<file path="config.mk">
export PLATFORM = sky130hd
export DESIGN_NAME = egfs_regs
export DESIGN_NICKNAME = d
export VERILOG_FILES = /design/src/rtl/egfs_pkg.sv /design/src/rtl/egfs_frame_hold.sv /design/src/rtl/egfs_regs.sv
export SDC_FILE = /design/constraint.sdc
export NUM_CORES = 1
export LEC_CHECK = 0
export ABC_CLOCK_PERIOD_IN_PS = 5700
export BUFFER_PORTS_ARGS = -buffer_cell sky130_fd_sc_hd__clkbuf_2
export CORE_ASPECT_RATIO = 0.7
export CORE_UTILIZATION = 51
export DETAILED_ROUTE_END_ITERATION = 10
export GPL_TIMING_DRIVEN = 0
export PLACE_DENSITY = 0.77
export SKIP_LAST_GASP = 1
export SYNTH_ARGS = -nofsm -noshare
export SYNTH_HDL_FRONTEND = slang
export SYNTH_SLANG_ARGS = --single-unit
</file>
<file path="constraint.sdc">
create_clock -name clk_sys -period 5.7 [get_ports clk_sys]
set_input_delay 0.285 -clock clk_sys [delete_from_list [all_inputs] [get_ports clk_sys]]
set_output_delay 0.285 -clock clk_sys [all_outputs]
set_load 0.005 [all_outputs]
</file>
<file path="src/rtl/egfs_pkg.sv">
// Package: register map, field layout and reset values of the bank.
`default_nettype none
package egfs_pkg;
  // ---------------------------------------------------------------
  // Register addresses
  // ---------------------------------------------------------------
  localparam logic [8:0] BANK_BASE     = 9'h0c0;
  localparam logic [8:0] OFS_TS_INTEG  = 9'h00b;
  localparam logic [8:0] OFS_AGAIN     = 9'h00c;
  localparam logic [8:0] OFS_DGAIN     = 9'h00d;
  localparam logic [8:0] OFS_SYNC      = 9'h00e;

  // ---------------------------------------------------------------
  // Reset values
  // ---------------------------------------------------------------
  localparam logic [15:0] RST_TS_INTEG = 16'h0000;
  localparam logic [15:0] RST_AGAIN    = 16'h01e2;
  localparam logic [15:0] RST_DGAIN    = 16'h0080;
  localparam logic [15:0] RST_SYNC     = 16'h033f;

  // ---------------------------------------------------------------
  // Field positions
  // ---------------------------------------------------------------
  localparam int AMP1_LSB   = 0;
  localparam int AMP1_W     = 2;
  localparam int AMP2_LSB   = 5;
  localparam int AMP2_W     = 4;
  localparam int GDLY_BIT   = 13;
  localparam int DGAIN_W    = 12;
  localparam int HOLD_LINE  = 0;
  localparam int HOLD_DARK  = 1;
  localparam int HOLD_FILL  = 2;
  localparam int HOLD_INTEG = 3;
  localparam int HOLD_AMP   = 4;
  localparam int HOLD_WIN   = 5;
  localparam int BLANK_WIN  = 8;
  localparam int BLANK_DEC  = 9;

  // Writable bits of each register; the rest read as zero.
  localparam logic [15:0] MASK_TS_INTEG = 16'hffff;
  localparam logic [15:0] MASK_AGAIN    = 16'h21e3;
  localparam logic [15:0] MASK_DGAIN    = 16'h0fff;
  localparam logic [15:0] MASK_SYNC     = 16'h033f;

  // ---------------------------------------------------------------
  // Widths of the external parameters handled here
  // ---------------------------------------------------------------
  localparam int LINE_W = 8;
  localparam int DARK_W = 8;
  localparam int FILL_W = 12;
  localparam int WIN_W  = 8;
  localparam int DEC_W  = 2;

  // Smallest divider value; zero is treated as one tick per clock.
  localparam logic [15:0] TICK_DIV_MIN = 16'h0001;
endpackage
`default_nettype wire

</file>
<file path="src/rtl/egfs_frame_hold.sv">
// Module: one shadow copy loaded at frame start or at once.
`default_nettype none
module egfs_frame_hold #(
  parameter int        WIDTH = 8,
  parameter logic [WIDTH-1:0] RST_VAL = '0
) (
  // Clock and reset
  input  wire logic             clk_sys,
  input  wire logic             rst_n,
  input  wire logic             ce,
  // Control
  input  wire logic             frame_start,
  input  wire logic             hold_en,
  // Data
  input  wire logic [WIDTH-1:0] value_in,
  output logic      [WIDTH-1:0] value_out
);
  logic [WIDTH-1:0] shadow_r;
  logic [WIDTH-1:0] shadow_nxt;

  always_comb begin
    shadow_nxt = shadow_r;
    // Downstream only ever sees this copy, never the written value.
    if (!hold_en || frame_start) begin
      shadow_nxt = value_in;
    end
  end

  always_ff @(posedge clk_sys) begin
    if (!rst_n) begin
      shadow_r <= RST_VAL;
    end else if (ce) begin
      shadow_r <= shadow_nxt;
    end
  end

  assign value_out = shadow_r;
endmodule
`default_nettype wire

</file>
<file path="src/rtl/egfs_regs.sv">
// Module: exposure, gain and frame-update register bank with shadows.
`default_nettype none
// How it works
// - Sixteen-bit third-slope integration time, used in global shutter only.
// - Gain-delay bit set postpones new gain by one extra frame while the amplification hold flag is set.
// - Line readout length hold flag: apply at frame start, else at once.
// - Dark row hold flag: apply at frame start, else at once.
// - Filler row hold flag: apply at frame start, else at once.
// - Integration hold flag: apply exposure at frame start, else at once.
// - Amplification hold flag: gain changes at frame start, else at once.
// - Window hold flag: region selection at frame start, else at once.
// - Blank first frame after region selection changes when enabled.
// - Blank first frame after decimation change when enabled; always in rolling shutter.
// - Global shutter exposure durations counted in divider units of exposure_tick_div clocks each.
module egfs_regs (
  // Clock, reset and clock enable
  input  wire logic                          clk_sys,
  input  wire logic                          rst_n,
  input  wire logic                          ce,
  // Register port from the serial configuration decoder
  input  wire logic [8:0]                    cfg_addr,
  input  wire logic                          cfg_wr_en,
  input  wire logic [15:0]                   cfg_wdata,
  input  wire logic                          cfg_rd_en,
  output logic      [15:0]                   cfg_rdata,
  // Sequencer status
  input  wire logic                          frame_start,
  input  wire logic                          global_shutter,
  input  wire logic [15:0]                   exposure_tick_div,
  // Written values held in other registers of the bank
  input  wire logic [egfs_pkg::LINE_W-1:0]   rolling_line_readout_length,
  input  wire logic [egfs_pkg::DARK_W-1:0]   dark_rows_req,
  input  wire logic [egfs_pkg::FILL_W-1:0]   filler_rows_req,
  input  wire logic [egfs_pkg::WIN_W-1:0]    window_select_req,
  input  wire logic [egfs_pkg::DEC_W-1:0]    decimation_mode_req,
  // Applied values for readout and analog logic
  output logic      [egfs_pkg::LINE_W-1:0]   line_length_applied,
  output logic      [egfs_pkg::DARK_W-1:0]   dark_rows_applied,
  output logic      [egfs_pkg::FILL_W-1:0]   filler_rows_applied,
  output logic      [egfs_pkg::WIN_W-1:0]    window_select_applied,
  output logic      [15:0]                   third_slope_integration_time,
  output logic      [egfs_pkg::AMP1_W-1:0]   analog_amp_first_step,
  output logic      [egfs_pkg::AMP2_W-1:0]   analog_amp_second_step,
  output logic      [egfs_pkg::DGAIN_W-1:0]  digital_amp_factor,
  output logic                               exposure_tick,
  output logic                               frame_blank
);
  import egfs_pkg::*;

  // ---------------------------------------------------------------
  // Register file
  // ---------------------------------------------------------------
  logic [15:0] ts_integ_r;
  logic [15:0] ts_integ_nxt;
  logic [15:0] again_r;
  logic [15:0] again_nxt;
  logic [15:0] dgain_r;
  logic [15:0] dgain_nxt;
  logic [15:0] sync_r;
  logic [15:0] sync_nxt;
  logic [15:0] rdata_r;
  logic [15:0] rdata_nxt;
  logic [8:0]  ofs;

  assign ofs = cfg_addr - BANK_BASE;

  always_comb begin
    ts_integ_nxt = ts_integ_r;
    again_nxt    = again_r;
    dgain_nxt    = dgain_r;
    sync_nxt     = sync_r;
    rdata_nxt    = rdata_r;
    if (cfg_wr_en) begin
      unique case (ofs)
        OFS_TS_INTEG: ts_integ_nxt = cfg_wdata & MASK_TS_INTEG;
        OFS_AGAIN:    again_nxt    = cfg_wdata & MASK_AGAIN;
        OFS_DGAIN:    dgain_nxt    = cfg_wdata & MASK_DGAIN;
        OFS_SYNC:     sync_nxt     = cfg_wdata & MASK_SYNC;
        default:      ;
      endcase
    end
    // Unmapped offsets read as zero so a stray read never looks valid.
    if (cfg_rd_en) begin
      unique case (ofs)
        OFS_TS_INTEG: rdata_nxt = ts_integ_r;
        OFS_AGAIN:    rdata_nxt = again_r;
        OFS_DGAIN:    rdata_nxt = dgain_r;
        OFS_SYNC:     rdata_nxt = sync_r;
        default:      rdata_nxt = 16'h0000;
      endcase
    end
  end

  always_ff @(posedge clk_sys) begin
    if (!rst_n) begin
      ts_integ_r <= RST_TS_INTEG;
      again_r    <= RST_AGAIN;
      dgain_r    <= RST_DGAIN;
      sync_r     <= RST_SYNC;
      rdata_r    <= 16'h0000;
    end else if (ce) begin
      ts_integ_r <= ts_integ_nxt;
      again_r    <= again_nxt;
      dgain_r    <= dgain_nxt;
      sync_r     <= sync_nxt;
      rdata_r    <= rdata_nxt;
    end
  end

  assign cfg_rdata = rdata_r;

  // ---------------------------------------------------------------
  // Frame-synchronised shadows of outside parameters
  // ---------------------------------------------------------------
  egfs_frame_hold #(.WIDTH(LINE_W), .RST_VAL('0)) u_hold_line (
    .clk_sys     (clk_sys),
    .rst_n       (rst_n),
    .ce          (ce),
    .frame_start (frame_start),
    .hold_en     (sync_r[HOLD_LINE]),
    .value_in    (rolling_line_readout_length),
    .value_out   (line_length_applied)
  );

  egfs_frame_hold #(.WIDTH(DARK_W), .RST_VAL('0)) u_hold_dark (
    .clk_sys     (clk_sys),
    .rst_n       (rst_n),
    .ce          (ce),
    .frame_start (frame_start),
    .hold_en     (sync_r[HOLD_DARK]),
    .value_in    (dark_rows_req),
    .value_out   (dark_rows_applied)
  );

  egfs_frame_hold #(.WIDTH(FILL_W), .RST_VAL('0)) u_hold_fill (
    .clk_sys     (clk_sys),
    .rst_n       (rst_n),
    .ce          (ce),
    .frame_start (frame_start),
    .hold_en     (sync_r[HOLD_FILL]),
    .value_in    (filler_rows_req),
    .value_out   (filler_rows_applied)
  );

  egfs_frame_hold #(.WIDTH(WIN_W), .RST_VAL('0)) u_hold_win (
    .clk_sys     (clk_sys),
    .rst_n       (rst_n),
    .ce          (ce),
    .frame_start (frame_start),
    .hold_en     (sync_r[HOLD_WIN]),
    .value_in    (window_select_req),
    .value_out   (window_select_applied)
  );

  // ---------------------------------------------------------------
  // Exposure shadow
  // ---------------------------------------------------------------
  logic [15:0] ts_shadow;

  egfs_frame_hold #(.WIDTH(16), .RST_VAL(RST_TS_INTEG)) u_hold_integ (
    .clk_sys     (clk_sys),
    .rst_n       (rst_n),
    .ce          (ce),
    .frame_start (frame_start),
    .hold_en     (sync_r[HOLD_INTEG]),
    .value_in    (ts_integ_r),
    .value_out   (ts_shadow)
  );

  // ---------------------------------------------------------------
  // Gain shadows with optional one-frame delay
  // ---------------------------------------------------------------
  // The staged copy lets gain line up with exposure, which itself lands
  // one frame late; the direct path applies at the next frame start.
  // Packed word: digital factor over second step over first step.
  localparam int GAIN_W = AMP1_W + AMP2_W + DGAIN_W;

  logic [GAIN_W-1:0] gain_stage_r;
  logic [GAIN_W-1:0] gain_stage_nxt;
  logic [GAIN_W-1:0] gain_appl_r;
  logic [GAIN_W-1:0] gain_appl_nxt;
  logic [GAIN_W-1:0] gain_wr;

  assign gain_wr = {dgain_r[DGAIN_W-1:0],
                    again_r[AMP2_LSB +: AMP2_W],
                    again_r[AMP1_LSB +: AMP1_W]};

  always_comb begin
    gain_stage_nxt = gain_stage_r;
    gain_appl_nxt  = gain_appl_r;
    if (!sync_r[HOLD_AMP]) begin
      // Without frame hold the delay has nothing to align to.
      gain_stage_nxt = gain_wr;
      gain_appl_nxt  = gain_wr;
    end else if (frame_start) begin
      gain_stage_nxt = gain_wr;
      if (again_r[GDLY_BIT]) begin
        gain_appl_nxt = gain_stage_r;
      end else begin
        gain_appl_nxt = gain_wr;
      end
    end
  end

  always_ff @(posedge clk_sys) begin
    if (!rst_n) begin
      gain_stage_r <= {RST_DGAIN[DGAIN_W-1:0],
                       RST_AGAIN[AMP2_LSB +: AMP2_W],
                       RST_AGAIN[AMP1_LSB +: AMP1_W]};
      gain_appl_r  <= {RST_DGAIN[DGAIN_W-1:0],
                       RST_AGAIN[AMP2_LSB +: AMP2_W],
                       RST_AGAIN[AMP1_LSB +: AMP1_W]};
    end else if (ce) begin
      gain_stage_r <= gain_stage_nxt;
      gain_appl_r  <= gain_appl_nxt;
    end
  end

  assign analog_amp_first_step  = gain_appl_r[AMP1_W-1:0];
  assign analog_amp_second_step = gain_appl_r[AMP1_W +: AMP2_W];
  assign digital_amp_factor     = gain_appl_r[AMP1_W+AMP2_W +: DGAIN_W];

  // ---------------------------------------------------------------
  // Exposure time output and tick divider
  // ---------------------------------------------------------------
  logic [15:0] ts_out_r;
  logic [15:0] ts_out_nxt;
  logic [15:0] tick_cnt_r;
  logic [15:0] tick_cnt_nxt;
  logic        tick_r;
  logic        tick_nxt;
  logic [15:0] tick_div;

  // A zero divider would wrap to one tick per 65536 clocks; treat it as the smallest unit.
  assign tick_div = (exposure_tick_div < TICK_DIV_MIN) ?
                    TICK_DIV_MIN : exposure_tick_div;

  always_comb begin
    // Rolling shutter has no third slope, so the value is withheld.
    ts_out_nxt   = global_shutter ? ts_shadow : 16'h0000;
    tick_cnt_nxt = tick_cnt_r;
    tick_nxt     = 1'b0;
    if (!global_shutter || frame_start) begin
      tick_cnt_nxt = 16'h0000;
    end else if (tick_cnt_r >= tick_div - 16'h0001) begin
      tick_cnt_nxt = 16'h0000;
      tick_nxt     = 1'b1;
    end else begin
      tick_cnt_nxt = tick_cnt_r + 16'h0001;
    end
  end

  always_ff @(posedge clk_sys) begin
    if (!rst_n) begin
      ts_out_r   <= 16'h0000;
      tick_cnt_r <= 16'h0000;
      tick_r     <= 1'b0;
    end else if (ce) begin
      ts_out_r   <= ts_out_nxt;
      tick_cnt_r <= tick_cnt_nxt;
      tick_r     <= tick_nxt;
    end
  end

  assign third_slope_integration_time = ts_out_r;
  assign exposure_tick                = tick_r & ce;

  // ---------------------------------------------------------------
  // Frame blanking after window or decimation changes
  // ---------------------------------------------------------------
  logic [WIN_W-1:0] win_prev_r;
  logic [DEC_W-1:0] dec_appl_r;
  logic [DEC_W-1:0] dec_appl_nxt;
  logic             blank_pend_r;
  logic             blank_pend_nxt;
  logic             blank_r;
  logic             blank_nxt;
  logic             win_changed;
  logic             dec_changed;

  assign win_changed = (window_select_applied != win_prev_r);
  assign dec_changed = frame_start && (decimation_mode_req != dec_appl_r);

  always_comb begin
    dec_appl_nxt   = frame_start ? decimation_mode_req : dec_appl_r;
    blank_pend_nxt = blank_pend_r;
    blank_nxt      = blank_r;
    if (frame_start) begin
      blank_nxt      = blank_pend_r;
      blank_pend_nxt = 1'b0;
    end
    // A change seen in the frame-start cycle belongs to the new frame,
    // so setting wins over the clear just above.
    if (win_changed && sync_r[BLANK_WIN]) begin
      blank_pend_nxt = 1'b1;
    end
    if (dec_changed && (sync_r[BLANK_DEC] || !global_shutter)) begin
      blank_nxt = 1'b1;
    end
  end

  always_ff @(posedge clk_sys) begin
    if (!rst_n) begin
      win_prev_r   <= '0;
      dec_appl_r   <= '0;
      blank_pend_r <= 1'b0;
      blank_r      <= 1'b0;
    end else if (ce) begin
      win_prev_r   <= window_select_applied;
      dec_appl_r   <= dec_appl_nxt;
      blank_pend_r <= blank_pend_nxt;
      blank_r      <= blank_nxt;
    end
  end

  assign frame_blank = blank_r;
endmodule
`default_nettype wire

</file>
## Word-level counts from Yosys, hierarchy flattened

Cells that the tools add are included.

| storage, ports and cells | value |
|---|---|
| word-level logic and storage cells | 80 |
| output and inout bits | 88 |
| register bits | 192 |

| operators by class | value |
|---|---|
| reduce and logical (&&, ||, !) cells | 32 |
| equal/unequal tests | 7 |
| $lt $le $gt $ge | 2 |
| multiplexer cells | 16 |
| add/sub/neg operators | 3 |
| bitwise logic cells | 1 |

Operator list:

| cell | count |
|---|---|
| 18-bit 2-to-1 mux | 5 |
| 16-bit 2-to-1 mux | 4 |
| 16-bit case mux with 4 select lines | 1 |
| 9-bit by 4-bit equality test with 1-bit output, second input constant | 4 |
| 2-bit AND reduction | 10 |
| 16-bit by 1-bit adder with 16-bit output, second input constant | 1 |
| 16-bit >= comparator | 1 |
| 16-bit by 1-bit less-than comparator with 1-bit output, second input constant | 1 |
| 16-bit by 1-bit subtractor with 16-bit output, second input constant | 1 |
| 3-bit AND reduction | 4 |
| 9-bit by 8-bit subtractor with 9-bit output, second input constant | 1 |
| 8-bit inequality test | 1 |
| 1-bit logical OR | 7 |
| 1-bit logical NOT | 6 |
| 1-bit 2-to-1 mux | 6 |
| 2-bit nonzero test | 2 |
| 1-bit logical AND | 3 |
| 2-bit inequality test | 1 |
| 2-bit inequality test, second input constant | 1 |
| 1-bit bitwise AND | 1 |

## Longest topological paths before layout

| depth | value |
|---|---|
| word-level depth | 6 |
| gate-level depth with buffers | 17 |
| depth with buffers taken out | 16 |

## Hierarchy

From an unflattened synthesis, not the netlist that was laid out.

| unflattened totals | value |
|---|---|
| cell total of the unflattened synthesis | 989 |
| area total of the unflattened synthesis | 8760.9 um^2 |

Modules (own cells, without submodules):

| module | cells an instance | area each (um^2) | seq. area each (um^2) | times used |
|---|---|---|---|---|
| egfs_regs | 754 | 6563.8 | 2802.7 | 1 |
| egfs_frame_hold at u_hold_dark ... | 37 | 342.8 | 160.2 | 3 |
| egfs_frame_hold at u_hold_integ | 71 | 660.6 | 320.3 | 1 |
| egfs_frame_hold at u_hold_fill | 53 | 508.0 | 240.2 | 1 |

## Worst setup path before layout

Ideal clock, no wire load.

| path | value |
|---|---|
| path kind | in2reg |
| start | in exposure_tick_div[14] |
| end | reg tick_cnt_r[15] |
| buffers on the path | 1 |
| arrival time | 3626 ps |
| stages on the path | 17 |
| slack | 1952 ps |
| cells stage by stage | nor2_1 -> nand3_1 -> nor2_1 -> a21oi_1 -> ha_1 -> nor3b_1 -> nand4b_1 -> or3_1 -> nor3_1 -> xnor2_1 -> ha_1 -> nand4_2 -> or4_4 -> o31ai_4 -> buf_6 -> nor3_1 -> a221o_1 |

| on the way | value |
|---|---|
| longest elaborated chain between the ends | 6 |

Ends and longest elaborated chain:

| element | line | RTL |
|---|---|---|
| start: declaration | egfs_regs.sv:29 | `input wire logic [15:0] exposure_tick_div,` |
| 16-bit by 1-bit less-than comparator with 1-bit output | egfs_regs.sv:235 | `assign tick_div = (exposure_tick_div < TICK_DIV_MIN) ?` |
| 16-bit 2-to-1 mux (*) | egfs_regs.sv:235 |  |
| 16-bit by 1-bit subtractor with 16-bit output (*) | egfs_regs.sv:245 | `end else if (tick_cnt_r >= tick_div - 16'h0001) begin` |
| 16-bit >= comparator (*) | egfs_regs.sv:245 |  |
| 16-bit 2-to-1 mux (*) | egfs_regs.sv:245 |  |
| 16-bit 2-to-1 mux (*) | egfs_regs.sv:243 | `if (!global_shutter \|\| frame_start) begin` |
| end signal: assignment | egfs_regs.sv:260 | `tick_cnt_r <= tick_cnt_nxt;` |
| end: declaration | egfs_regs.sv:228 | `logic [15:0] tick_cnt_r;` |

Mark *: on every way between the ends. The rest lies on a longest branch, timed or not.
A chain may end at the register's enable or synchronous reset.

## Final worst setup path

| path | value |
|---|---|
| start | in exposure_tick_div[4] |
| end | reg tick_cnt_r[15] |

Same word-level chain as after synthesis.

==> run summary <==
Crit start category = input port
Arrival time worst endpoint = 4260 ps
Layout area overhead = 20.4%
Critical setup path kind = in -> reg
First-pass GRT wire length = 37000 um
Fin area = 0.0100 mm2
Clock power frac = 42.5%
Pint = 2.12 mW
Nature of the critical path endpoint = flip-flop
Sequential Area = 0.00384 mm2
Initial Util = 53.0%
Top post-synthesis cells by area = dfxtp_1 (46%), mux2i_1 (9.0%), nand2_1 (7.8%), a21oi_1 (4.6%), nor2_1 (4.3%)
Peak supply drop = 0.000186 V
# diodes = 0
RSZ-0062 raised after global routing = false
Crit path max fanout = 6
FF+latch count, synth = 192
Cell variety after synth = 61
Syn Inst Count = 954
Worst-path clk slew = 70 ps
Syn. warnings = 0
Most used DFF post-synth = dfxtp_1
Setup tns final = 0 ps
Commonest non-fill, non-tap cell in the layout = dfxtp_1
Class of the worst hold path = in -> reg
CTS tree = yes
Initial antenna violation count = 0
ANT nets after route = 0
Sequential share of power = 49.5%
Drt first pass iters = 8
Hold_buf cts = 0
GP Congestion = 1.01
Clock sink total = 192
DRC = 0
DP Area = 0.00942 mm2
Final cycle utilization of the critical path = 69.2%
Final nets = 1249
Switching part of the total power = 24.2%
Final hold vios = 0
Pwr per Cell Area = 280 mW/mm2
Num CTS Buffers = 17
Worst-Margin Slew = 1020 ps
Worst EP required = 6020 ps
Tot GR Track Use = 28.8%
Avg Inst Size Synth = 8.71 um2
Slew HR = 31.6%
Die H = 109 um
Largest area contributor in the netlist = dfxtp_1
Layout Skew = 7.39 ps
Area of the multi-input gates = 0.00419 mm2
Die area = 0.0168 mm2
Setup violators final = 0
Number of enable-type register cells in the synthesized netlist = 0
WL per Instance = 17.6 um
Largest net degree at the start of global routing = 17
Slew Viols, Final = 0
DR vias = 7839
Port bufs = 172
Fmax = 254 MHz
Ports = 174
# resized after CTS = 0
Cell area after synthesis = 0.00831 mm2
Total Power = 2.80 mW
Post-synth ARST share = 0%
Fin Hold WS = 84.9 ps
Outcome = completed
Vias in the first global route = 7097
DR iter-0 viols = 708
Leakage power = 4.23 nW
Seq/Total Area, Yosys = 46.3%
Post-CTS Setup Bufs = 0
Clock Latency Late Sink = 430 ps
Die W = 155 um
Vias per cell = 5.77
Max Cap Violations = 0
Yosys top cell area share = 46.3%
Combinational power share = 8.0%
H-tree depth = 4
Core Rows = 38
CTS Buffer Depth = 2
Grt total ovfl = 0
Core Area = 0.0157 mm2
Share of layout cells above drive strength 1 = 19.3%
Fill cells = 1362
DP Wirelength = 18200 um
Most frequent cells in the layout = dfxtp_1 (192), nand2_1 (173), clkbuf_2 (172)
Syn nets = 1058
Final WL = 23900 um
Fin crit period = 3940 ps
Switching power = 0.678 mW
Root buffer cell = clkbuf_16
[synthesized netlist by cell type, types with 2 or more instances]
cell type,n
xor2_1,5
dfxtp_1,192
or3_1,4
a311oi_1,12
o21ai_1,5
a22o_1,6
nor4_1,5
xnor2_1,20
clkbuf_1,50
nor3b_1,4
nand2b_1,23
a21o_1,2
buf_2,5
or4_1,3
nor2b_1,3
a211oi_1,2
or2_2,2
ha_1,18
o311ai_0,6
o21ai_0,19
o31ai_1,4
o22a_1,2
a22o_2,5
a31oi_1,2
nand4_1,9
and2_1,4
nand2_1,173
nand3_1,43
o21a_1,6
a22oi_1,2
nand4b_1,8
a21oi_1,76
mux2i_1,75
nor2_1,95
a211o_1,2
nor3_1,18
a222oi_1,6
a221oi_1,4
inv_1,12
[critical path, stage by stage]
cell	delay, ps
clkbuf_2	140
nor2_1	70
nand3_1	130
nor2_1	70
a21oi_1	180
ha_1	220
nor3b_1	380
nand4b_1	220
or3_1	390
nor3_1	190
xnor2_1	100
ha_1	310
nand4_2	130
or4_4	580
o31ai_4	310
nor2_1	210
a221o_1	360
[power groups by stage]
stage | sequential [mW] | clock (mW) | combinational [mW]
detailed placement | 1.42 | 0 | 0.222
global route | 1.39 | 1.25 | 0.245
CTS | 1.39 | 1.20 | 0.223
floorplan | 1.41 | 0 | 0.120
global placement | 1.41 | 0 | 0.217
finish | 1.39 | 1.19 | 0.225
[area by class of cell]
cell class	instances	share of cell area, %
timing repair buffer	172	8.61
sequential	192	38.4
inverter	13	0.488
clock buffer	21	4.50
tap	200	2.50
clock inverter	11	1.31
buffer	56	2.24
multi-input combinational	693	41.9
[per-stage QoR]
stage | std cells | worst slack [ps] | utilization (%)
2_1_floorplan | 954 | 1950 | -
6_report | 1358 | 1760 | 63.7
5_1_grt | 1358 | 1460 | 63.7
4_1_cts | 1358 | 1770 | 63.7
3_3_place_gp | 1326 | 1370 | 60.0
3_5_place_dp | 1326 | 1330 | 60.0
[final timing paths]
| check | cells after the start | end | start | slack, ps |
|---|---|---|---|---|
| worst max-delay path | 17 | tick_cnt_r[15]$_SDFFE_PN0P_ | exposure_tick_div[4] | 1760 |
| worst min-delay path | 3 | u_hold_dark.value_out[5]$_SDFFE_PN0P_ | dark_rows_req[5] | 80 |
| worst max register to register | 6 | tick_cnt_r[15]$_SDFFE_PN0P_ | tick_cnt_r[13]$_SDFFE_PN0P_ | 3290 |
| worst min register to register | 2 | cfg_rdata[9]$_SDFFE_PN0P_ | cfg_rdata[9]$_SDFFE_PN0P_ | 450 |
[routing by layer]
layer  global-route usage [%]  vias to the layer above  part of all wire [%]  wire [um]
met3                     7.91                       42                    11       2720
met1                     41.1                     3659                    45      10800
met5                        0                        -                     0          0
met2                     42.0                      413                    42       9970
li1                         -                     3725                     -          -
met4                     8.98                        0                   1.8        433
[kinds of logic (layout without fill, tap and decap cells)]
group,count (synthesis),after routing,synth area share (%)
buf+inv,69,273,3.28
simple gates,404,404,22.3
xor+xnor,25,25,2.64
mux,76,76,9.17
fa+ha+maj,18,18,2.71
flops,192,192,46.3
compound gates,170,170,13.7
[flip-flops by register name, summed over array words and instances (netlist names)]
register                      count
u_hold_line.value_out             8
dec_appl_r                        2
u_hold_integ.value_out           16
gain_appl_r                      18
sync_r                            8
frame_blank                       1
tick_r                            1
third_slope_integration_time     16
win_prev_r                        8
cfg_rdata                        16
ts_integ_r                       16
u_hold_dark.value_out             8
again_r                           7
tick_cnt_r                       16
u_hold_win.value_out              8
blank_pend_r                      1
dgain_r                          12
u_hold_fill.value_out            12
gain_stage_r                     18
Power figures use the tool's default switching activity.
